[src/oh_term_pkg.sv]
package oh_term_pkg;
  // ****************************************
  // register map
  // ****************************************
  localparam logic [7:0] ADDR_CTRL = 8'h00;
  localparam logic [7:0] ADDR_STATUS = 8'h04;
  localparam logic [7:0] ADDR_IRQ_STATUS = 8'h08;
  localparam logic [7:0] ADDR_IRQ_ENABLE = 8'h0c;
  localparam logic [7:0] ADDR_IRQ_CLEAR = 8'h10;
  localparam logic [7:0] ADDR_S1_VALUE = 8'h14;
  // ****************************************
  // control fields
  // ****************************************
  localparam int CTRL_MODE_LSB = 0;
  localparam int CTRL_TWO_R = 2;
  localparam int CTRL_WRAPPER = 3;
  localparam int CTRL_SDCC = 4;
  localparam int CTRL_LDCC = 5;
  localparam int CTRL_MUX = 6;
  localparam int CTRL_WIDTH = 7;
  localparam logic [6:0] CTRL_RESET = 7'h08;
  localparam logic [7:0] S1_RESET = 8'h00;
  localparam int IRQ_WIDTH = 4;
  localparam int IRQ_CLIENT_LOS = 0;
  localparam int IRQ_SQUELCH = 1;
  localparam int IRQ_TRUNK_BAD = 2;
  localparam int IRQ_DCC_MODE = 3;
  // ****************************************
  // frame layout and regenerated bytes
  // ****************************************
  localparam int ROWS = 9;
  localparam int COLS = 90;
  localparam int TOH_COLS = 3;
  localparam int LANES = 4;
  localparam logic [7:0] A1_VALUE = 8'hf6;
  localparam logic [7:0] A2_VALUE = 8'h28;
  localparam logic [7:0] H1_VALUE = 8'h62;
  localparam logic [7:0] H2_VALUE = 8'h0a;
  localparam logic [7:0] H3_VALUE = 8'h00;
  localparam logic [7:0] FILL_VALUE = 8'h00;

  typedef enum logic [1:0] {
    MODE_TRANSPARENT = 2'h0,
    MODE_SECTION = 2'h1,
    MODE_LINE = 2'h2
  } term_mode_type;

  typedef enum logic [3:0] {
    OH_NONE, OH_A1, OH_A2, OH_B1, OH_SDCC, OH_SEC,
    OH_H1, OH_H2, OH_H3, OH_LDCC, OH_S1, OH_LINE
  } oh_class_type;

  typedef enum logic [1:0] {
    SQ_OPEN = 2'b00,
    SQ_SHUT = 2'b01,
    SQ_RELEASE = 2'b11
  } squelch_state_type;
endpackage : oh_term_pkg

[src/frame_position.sv]
`timescale 1ns/100ps
module frame_position
  import oh_term_pkg::*;
(
  input wire logic clk,
  input wire logic reset,
  input wire logic ce,
  input wire logic valid,
  input wire logic sof,
  output oh_term_pkg::oh_class_type oh_class,
  output logic [6:0] col
);
  logic [3:0] row_cnt;
  logic [6:0] col_cnt;
  logic [3:0] row;
  logic [3:0] next_row_cnt;
  logic [6:0] next_col_cnt;

  always_comb begin
    row = sof ? 4'h0 : row_cnt;
    col = sof ? 7'h00 : col_cnt;
    next_row_cnt = row_cnt;
    next_col_cnt = col_cnt;
    if (valid) begin
      if (col == 7'(COLS - 1)) begin
        next_col_cnt = 7'h00;
        next_row_cnt = (row == 4'(ROWS - 1)) ? 4'h0 : row + 4'h1;
      end else begin
        next_col_cnt = col + 7'h01;
        next_row_cnt = row;
      end
    end
  end

  always_ff @(posedge clk or posedge reset) begin
    if (reset) begin
      row_cnt <= 4'h0;
      col_cnt <= 7'h00;
    end else if (ce) begin
      row_cnt <= next_row_cnt;
      col_cnt <= next_col_cnt;
    end
  end

  // ****************************************
  // overhead byte classification
  // ****************************************
  always_comb begin
    oh_class = OH_NONE;
    if (col < 7'(TOH_COLS)) begin
      case (row)
        4'h0: oh_class = (col == 7'h00) ? OH_A1 :
                         (col == 7'h01) ? OH_A2 : OH_SEC;
        4'h1: oh_class = (col == 7'h00) ? OH_B1 : OH_SEC;
        4'h2: oh_class = OH_SDCC;
        4'h3: oh_class = (col == 7'h00) ? OH_H1 :
                         (col == 7'h01) ? OH_H2 : OH_H3;
        4'h4: oh_class = OH_LINE;
        4'h5, 4'h6, 4'h7: oh_class = OH_LDCC;
        4'h8: oh_class = (col == 7'h00) ? OH_S1 : OH_LINE;
        default: oh_class = OH_NONE;
      endcase
    end
  end
endmodule : frame_position

[src/overhead_termination_laser_squelch.sv]
// The placing of the registers and strobed register access are this design's own decisions.
`timescale 1ns/100ps
module overhead_termination_laser_squelch
  import oh_term_pkg::*;
(
  input wire logic clk,
  input wire logic reset,
  input wire logic ce,
  input wire logic [7:0] reg_addr,
  input wire logic [31:0] reg_wdata,
  input wire logic reg_write,
  input wire logic reg_read,
  output logic [31:0] reg_rdata,
  output logic irq,
  input wire logic client_los,
  input wire logic [7:0] client_data [oh_term_pkg::LANES],
  input wire logic client_valid,
  input wire logic client_sof,
  input wire logic [7:0] sdcc_byte,
  input wire logic [7:0] ldcc_byte,
  output logic [7:0] trunk_data,
  output logic trunk_valid,
  output logic trunk_sof,
  output logic trunk_remote_flag,
  output logic trunk_laser_on,
  input wire logic [7:0] trunk_rx_data,
  input wire logic trunk_rx_valid,
  input wire logic trunk_rx_sof,
  input wire logic trunk_rx_remote_flag,
  input wire logic trunk_rx_invalid,
  output logic [7:0] client_out_data,
  output logic client_out_valid,
  output logic client_laser_on
);
  import oh_term_pkg::*;

  // ****************************************
  // register file
  // ****************************************
  logic [CTRL_WIDTH-1:0] ctrl;
  logic [CTRL_WIDTH-1:0] next_ctrl;
  logic [7:0] s1_value;
  logic [7:0] next_s1_value;
  logic [IRQ_WIDTH-1:0] irq_status;
  logic [IRQ_WIDTH-1:0] next_irq_status;
  logic [IRQ_WIDTH-1:0] irq_enable;
  logic [IRQ_WIDTH-1:0] next_irq_enable;
  logic [31:0] next_reg_rdata;
  logic next_irq;
  logic [IRQ_WIDTH-1:0] irq_event;
  logic [IRQ_WIDTH-1:0] irq_clear;
  logic client_los_q;
  logic trunk_bad_q;
  term_mode_type mode;
  logic two_r;
  logic wrapper_on;
  logic mux_on;
  logic sdcc_ok;
  logic ldcc_ok;
  logic dcc_misprov;

  always_comb begin
    mode = term_mode_type'(ctrl[CTRL_MODE_LSB +: 2]);
    two_r = ctrl[CTRL_TWO_R];
    wrapper_on = ctrl[CTRL_WRAPPER];
    mux_on = ctrl[CTRL_MUX];
    // misprovisioned dcc is refused rather than inserted
    sdcc_ok = ctrl[CTRL_SDCC] && (mode != MODE_TRANSPARENT);
    ldcc_ok = ctrl[CTRL_LDCC] && (mode == MODE_LINE);
    dcc_misprov = (ctrl[CTRL_SDCC] && !sdcc_ok) ||
                  (ctrl[CTRL_LDCC] && !ldcc_ok);
  end

  squelch_state_type sq_state;
  squelch_state_type next_sq_state;

  always_comb begin
    next_ctrl = ctrl;
    next_s1_value = s1_value;
    next_irq_enable = irq_enable;
    irq_clear = '0;
    if (reg_write) begin
      case (reg_addr)
        ADDR_CTRL: next_ctrl = reg_wdata[CTRL_WIDTH-1:0];
        ADDR_IRQ_ENABLE: next_irq_enable = reg_wdata[IRQ_WIDTH-1:0];
        ADDR_IRQ_CLEAR: irq_clear = reg_wdata[IRQ_WIDTH-1:0];
        ADDR_S1_VALUE: next_s1_value = reg_wdata[7:0];
        default: next_ctrl = ctrl;
      endcase
    end
    irq_event = '0;
    irq_event[IRQ_CLIENT_LOS] = client_los && !client_los_q;
    irq_event[IRQ_SQUELCH] = (sq_state == SQ_OPEN) &&
                             (next_sq_state == SQ_SHUT);
    irq_event[IRQ_TRUNK_BAD] = trunk_rx_invalid && !trunk_bad_q;
    irq_event[IRQ_DCC_MODE] = dcc_misprov;
    // an event in the clearing cycle survives
    next_irq_status = (irq_status & ~irq_clear) | irq_event;
    next_irq = |(next_irq_status & next_irq_enable);
    next_reg_rdata = 32'h0000_0000;
    if (reg_read) begin
      case (reg_addr)
        ADDR_CTRL: next_reg_rdata = 32'(ctrl);
        ADDR_STATUS: next_reg_rdata = {27'h0, trunk_rx_invalid,
                                       (sq_state == SQ_SHUT),
                                       sq_state, client_los};
        ADDR_IRQ_STATUS: next_reg_rdata = 32'(irq_status);
        ADDR_IRQ_ENABLE: next_reg_rdata = 32'(irq_enable);
        ADDR_S1_VALUE: next_reg_rdata = 32'(s1_value);
        default: next_reg_rdata = 32'h0000_0000;
      endcase
    end
  end

  always_ff @(posedge clk or posedge reset) begin
    if (reset) begin
      ctrl <= CTRL_RESET;
      s1_value <= S1_RESET;
      irq_status <= '0;
      irq_enable <= '0;
      reg_rdata <= 32'h0000_0000;
      irq <= 1'b0;
      client_los_q <= 1'b0;
      trunk_bad_q <= 1'b0;
    end else if (ce) begin
      ctrl <= next_ctrl;
      s1_value <= next_s1_value;
      irq_status <= next_irq_status;
      irq_enable <= next_irq_enable;
      reg_rdata <= next_reg_rdata;
      irq <= next_irq;
      client_los_q <= client_los;
      trunk_bad_q <= trunk_rx_invalid;
    end
  end

  // ****************************************
  // trunk transmit: overhead termination
  // ****************************************
  oh_class_type oh_class;
  logic [6:0] tx_col;
  logic [1:0] lane;
  logic [1:0] next_lane;
  logic [7:0] bip_acc;
  logic [7:0] next_bip_acc;
  logic [7:0] b1_value;
  logic [7:0] next_b1_value;
  logic [7:0] src_byte;
  logic [7:0] next_trunk_data;
  logic next_remote_flag;
  logic next_trunk_laser;
  logic regen_section;
  logic regen_line;

  frame_position u_tx_pos (
    .clk(clk),
    .reset(reset),
    .ce(ce),
    .valid(client_valid),
    .sof(client_sof),
    .oh_class(oh_class),
    .col(tx_col)
  );

  always_comb begin
    // lanes interleave byte by byte in the mux variant
    src_byte = mux_on ? client_data[lane] : client_data[0];
    next_lane = lane;
    if (client_valid && mux_on) begin
      next_lane = client_sof ? 2'h1 : lane + 2'h1;
    end
    if (client_sof) begin
      src_byte = mux_on ? client_data[0] : client_data[0];
    end
    regen_section = (mode != MODE_TRANSPARENT);
    regen_line = (mode == MODE_LINE);
    next_trunk_data = src_byte;
    case (oh_class)
      OH_A1: if (regen_section || mux_on) begin
        next_trunk_data = A1_VALUE;
      end
      OH_A2: if (regen_section || mux_on) begin
        next_trunk_data = A2_VALUE;
      end
      OH_B1: if (regen_section || mux_on) begin
        next_trunk_data = b1_value;
      end
      OH_SEC: if (regen_section) next_trunk_data = FILL_VALUE;
      OH_SDCC: if (regen_section) begin
        next_trunk_data = sdcc_ok ? sdcc_byte : FILL_VALUE;
      end
      OH_H1: if (regen_line || mux_on) next_trunk_data = H1_VALUE;
      OH_H2: if (regen_line || mux_on) next_trunk_data = H2_VALUE;
      OH_H3: if (regen_line || mux_on) next_trunk_data = H3_VALUE;
      OH_S1: if (regen_line || mux_on) next_trunk_data = s1_value;
      OH_LINE: if (regen_line) next_trunk_data = FILL_VALUE;
      OH_LDCC: if (regen_line) begin
        next_trunk_data = ldcc_ok ? ldcc_byte : FILL_VALUE;
      end
      default: next_trunk_data = src_byte;
    endcase
    // parity covers the previous outgoing frame
    next_bip_acc = bip_acc;
    next_b1_value = b1_value;
    if (client_valid) begin
      if (client_sof) begin
        next_b1_value = bip_acc;
        next_bip_acc = next_trunk_data;
      end else begin
        next_bip_acc = bip_acc ^ next_trunk_data;
      end
    end
    // no overhead exists in regeneration-only mode
    next_remote_flag = client_los && wrapper_on && !two_r &&
                       (mode == MODE_TRANSPARENT);
    next_trunk_laser = !(two_r && client_los);
  end

  always_ff @(posedge clk or posedge reset) begin
    if (reset) begin
      lane <= 2'h0;
      bip_acc <= 8'h00;
      b1_value <= 8'h00;
      trunk_data <= 8'h00;
      trunk_valid <= 1'b0;
      trunk_sof <= 1'b0;
      trunk_remote_flag <= 1'b0;
      trunk_laser_on <= 1'b1;
    end else if (ce) begin
      lane <= next_lane;
      bip_acc <= next_bip_acc;
      b1_value <= next_b1_value;
      trunk_data <= next_trunk_data;
      trunk_valid <= client_valid;
      trunk_sof <= client_sof && client_valid;
      trunk_remote_flag <= next_remote_flag;
      trunk_laser_on <= next_trunk_laser;
    end
  end

  // ****************************************
  // trunk receive: client squelch
  // ****************************************
  logic remote_seen;
  logic next_remote_seen;
  logic squelch_cause;
  logic frame_clear;
  logic [7:0] next_client_data;
  logic next_client_laser;

  always_comb begin
    next_remote_seen = remote_seen;
    // the far-end flag is sampled once per received frame
    if (trunk_rx_valid && trunk_rx_sof) begin
      next_remote_seen = trunk_rx_remote_flag && wrapper_on;
    end
    squelch_cause = trunk_rx_invalid || next_remote_seen;
    frame_clear = trunk_rx_valid && trunk_rx_sof &&
                  !trunk_rx_invalid && !next_remote_seen;
    next_sq_state = sq_state;
    case (sq_state)
      SQ_OPEN: if (squelch_cause) next_sq_state = SQ_SHUT;
      SQ_SHUT: if (frame_clear) next_sq_state = SQ_RELEASE;
      SQ_RELEASE: next_sq_state = squelch_cause ? SQ_SHUT : SQ_OPEN;
      default: next_sq_state = SQ_SHUT;
    endcase
    next_client_laser = (next_sq_state != SQ_SHUT);
    // squelched output carries no bytes at all
    next_client_data = next_client_laser ? trunk_rx_data : 8'h00;
  end

  always_ff @(posedge clk or posedge reset) begin
    if (reset) begin
      remote_seen <= 1'b0;
      sq_state <= SQ_OPEN;
      client_out_data <= 8'h00;
      client_out_valid <= 1'b0;
      client_laser_on <= 1'b1;
    end else if (ce) begin
      remote_seen <= next_remote_seen;
      sq_state <= next_sq_state;
      client_out_data <= next_client_data;
      client_out_valid <= trunk_rx_valid && next_client_laser;
      client_laser_on <= next_client_laser;
    end
  end
endmodule : overhead_termination_laser_squelch

[config.mk]
export PLATFORM = sky130hd
export DESIGN_NAME = overhead_termination_laser_squelch
export DESIGN_NICKNAME = d
export VERILOG_FILES = /design/src/oh_term_pkg.sv /design/src/frame_position.sv /design/src/overhead_termination_laser_squelch.sv
export SDC_FILE = /design/constraint.sdc
export NUM_CORES = 1
export LEC_CHECK = 0
export BUFFER_PORTS_ARGS = -buffer_cell sky130_fd_sc_hd__buf_2
export CAP_MARGIN = 40
export CORE_ASPECT_RATIO = 1.1
export CORE_MARGIN = 4
export CORE_UTILIZATION = 56
export CTS_CLUSTER_SIZE = 40
export DETAILED_ROUTE_END_ITERATION = 16
export PLACE_DENSITY = 0.86
export RECOVER_POWER = 25
export SLEW_MARGIN = 20
export SYNTH_ARGS = -nofsm -noshare
export SYNTH_HDL_FRONTEND = slang
export SYNTH_SLANG_ARGS = --single-unit
[constraint.sdc]
create_clock -name clk -period 4.8 [get_ports clk]
set_input_delay 0.24 -clock clk [delete_from_list [all_inputs] [get_ports clk]]
set_output_delay 0.24 -clock clk [all_outputs]
set_load 0.03 [all_outputs]
==> results by group <==
STA
  – Slew Limit Fails: 44
  – Final hold slack: 0.1124 ns
  – Final setup fails: 0
  – Worst-Margin Slew: 1.868 ns
  – Setup TNS: 0 ns
  – Max_slew headroom: -24.52%
  – Crit share post-route: 86.98%
  – F_max: 239.5 MHz
  – Worst Skew: 0.009539 ns
  – Final Hold Fails: 0
  – RSZ-0062 raised after global routing: no
  – Min Tclk post-route: 4.175 ns

Power and ir drop
  – Power Total: 0.002486 W
  – LEAKAGE: 3.023 nW
  – Pwr dens: 360.3 mW/mm^2
  – Worst vdd ir: 0.3103 mV

Logic synthesis
  – Most frequent cells after synthesis: dfrtp_1 (85), nand2_1 (69), a21oi_1 (58)
  – Synth area leaders: dfrtp_1 (35%), mux2_2 (5.4%), a21oi_1 (4.8%)
  – Yosys reg bits: 88
  – Async set-reset flop share out of synthesis: 100.0%
  – Synth Flop Type: dfrtp_1
  – Post-synth top area cell: dfrtp_1
  – Yosys top cell area share: 35.24%
  – Mapped Area: 0.006036 mm^2
  – Yosys warnings: 0
  – Yosys cell types: 83
  – Number of flops mapped to enable cells by yosys: 0
  – Seq/Total Area, Yosys: 36.55%
  – Count leader, synth: dfrtp_1
  – Cells after Synth: 700
  – Mapped Avg Cell Area: 8.623 um^2

Cells and area
  – Util after Layout: 66.08%
  – Fin cells: 938
  – Ant diodes: 0
  – Ratio of cells with drive above 1 in the final layout: 22.14%
  – Area Growth Syn to Fin: 14.32%
  – Fill cells: 872
  – Nets: 902

Clock network
  – Post-CTS Setup Inserts: 0
  – Clock slew at reported path FFs: 0.07 ns
  – Cts bufs inserted: 9
  – Clock Sinks: 88
  – CTS tree: built
  – CTS root buffer: clkbuf_16
  – H-tree levels: 3
  – Clock Path Buffers: 2
  – Worst skew pair latency: 0.34 ns

Run status
  – Failing checks: max-capacitance violations, max-slew violations
  – Status: complete, but fails checks

GRT
  – First-pass GRT wire length: 28790 um
  – Pin count of the biggest net entering global routing: 63
  – GRT overflow: 0
  – M3 GR Usage: 5.869%
  – Vias in the first global route: 5762
  – Tot GR Track Use: 28.96%
  – GR peak layer: met2
  – M2 GR Usage: 46.31%
  – Global Route met1 Usage: 39.26%
  – Initial antenna violation count: 0

Floorplanning
  – Die Span X: 107.0 um
  – Die Height: 116.9 um
  – Cell row count: 39
  – Die ar.: 0.01250 mm^2
  – I/O pin cnt: 163
  – Core area: 0.01044 mm^2
  – Initial Util: 57.80%

Worst setup path
  – WP data required: 5.03 ns
  – Worst setup SP type: register
  – Reg2reg end: bip_acc[3]
  – Worst endpoint data arrival time: 4.40 ns
  – Reg2Reg Depth: 13
  – Critical R2R Launch: u_tx_pos.row_cnt[1]
  – Nature of the critical path endpoint: register
  – Top fanout value on the critical path: 19
  – Kind of critical path: register to register
  – Reg2reg setup slack: 0.63 ns

Detailed routing
  – Final Routed Wirelength: 18270 um
  – Routed WL per cell: 19.47 um
  – DRT iter0 DRCs: 634
  – Avg Vias per Cell: 6.436
  – First-pass DRT Iterations: 6
  – DRC: 0
  – Antenna viol nets, final: 0
  – Vias: 6037

Placement
  – Dpl cells: 917
  – DP Wirelength: 13270 um
  – Routability Congestion: 1.009
  – IO buf count: 114

Hold path
  – Hold Path Stages: 2
  – HP Class: input port to register
  – Hold Path End: client_out_data[6]
  – Origin of the worst min-delay path: trunk_rx_data[6]

Flow run
  – Max Cap Viol: 1
==> layout by cell type (no fill, tap or decap), types with 5 or more instances in the layout <==
cell type  netlist  final
a211oi_1         5      5
a21o_1           6      6
a21oi_1         58     58
a222oi_1         5      5
a22o_1          16     16
a31oi_1         11     11
and3_1           9      9
buf_2           10     93
buf_4           25      5
clkbuf_1        26     23
clkbuf_16        0      9
conb_1           1     24
dfrtp_1         85     85
inv_1           17     16
mux2_2          29     29
mux2i_1         12     12
nand2_1         69     69
nand2b_1         7      7
nand3_1         35     35
nand4_1          7      7
nor2_1          55     55
nor2b_1         12     12
nor3_1          15     15
nor4_1           6      6
o211ai_1         7      7
o21a_1           7      7
o21ai_0         35     35
o21ai_1          7      7
o22ai_1         14     14
o2bb2ai_1        9      9
o31ai_1          9      9
==> worst max-delay path by stage <==
stage,startpoint,cells past startpoint,end
after floorplan,client_sof,16,bip_acc[3]
after global placement,u_tx_pos.row_cnt[1],13,bip_acc[3]
after detailed placement,u_tx_pos.row_cnt[1],13,bip_acc[3]
after CTS,u_tx_pos.row_cnt[1],13,bip_acc[3]
after global routing,u_tx_pos.row_cnt[1],13,bip_acc[7]
final,u_tx_pos.row_cnt[1],13,bip_acc[3]
==> metal layers <==
| layer | vias up | wire, um |
|---|---|---|
| li1 | 2739 | - |
| met1 | 2834 | 7489 |
| met2 | 421 | 8368 |
| met3 | 43 | 1899 |
| met4 | 0 | 509 |
| met5 | - | 0 |
==> through the flow <==
| step | setup slack, ns | cell area, um^2 |
|---|---|---|
| after floorplan | 1.485 | 6122 |
| after global placement | 0.7198 | 6523 |
| after detailed placement | 0.7100 | 6550 |
| after CTS | 0.6828 | 6897 |
| after global routing | 0.3141 | 6900 |
| final | 0.6250 | 6900 |
==> report_power, final <==
group          switching [W]  internal, W  total (W)
combinational       0.000449     0.000259   0.000708
clock               0.000310     0.000479   0.000789
sequential          0.000119     0.000870   0.000989
==> cells by family after synthesis <==
| group | after synthesis | share of synthesized area [%] |
|---|---|---|
| and+or+nand+nor | 244 | 20.42 |
| AOI/OAI and AO/OA | 233 | 26.91 |
| DFF | 88 | 36.55 |
| buffers and inverters | 87 | 7.545 |
| muxes | 41 | 7.401 |
| adders and majority gates | 4 | 0.8292 |
| xor gates and xnor gates | 2 | 0.2903 |
| other | 1 | 0.06213 |
==> final cells by class <==
cell class	count	area [um^2]	area share (%)
Multi-Input combinational cell	548	3461	50.15
Sequential cell	88	2206	31.97
Timing Repair Buffer	125	649.4	9.411
Clock buffer	10	239.0	3.463
Tap cell	143	178.9	2.593
Clock inverter	6	97.59	1.414
Inverter	18	68.82	0.9973
==> sequential cells by signal, indices dropped and copies added (netlist names), 2 cells and up <==
signal and cells:
client_out_data 8, sq_state 2, b1_value 8, u_tx_pos.col_cnt 7, u_tx_pos.row_cnt 4, ctrl 7, bip_acc 8, s1_value 8
trunk_data 8, reg_rdata 8, irq_status 4, lane 2, irq_enable 4
==> worst max-delay path, cell delays in order, from the launching register on <==
cell and delay (ns):
dfrtp_1 0.55, nor2b_1 0.33, inv_1 0.09, ha_1 0.29, nor2_1 0.16, o21ai_0 0.14, a31oi_1 0.56, a211o_1 0.65
o211a_2 0.45, a21oi_1 0.06, and4b_1 0.21, a22oi_2 0.27, o21ai_1 0.09, a22o_1 0.20
==> what timing repair did <==
item | CTS | global route
hold endpoints to repair | 13 | 0
hold buffers | 1 | 0
resized for setup | 0 | 0
Power figures use the tool's default switching activity.
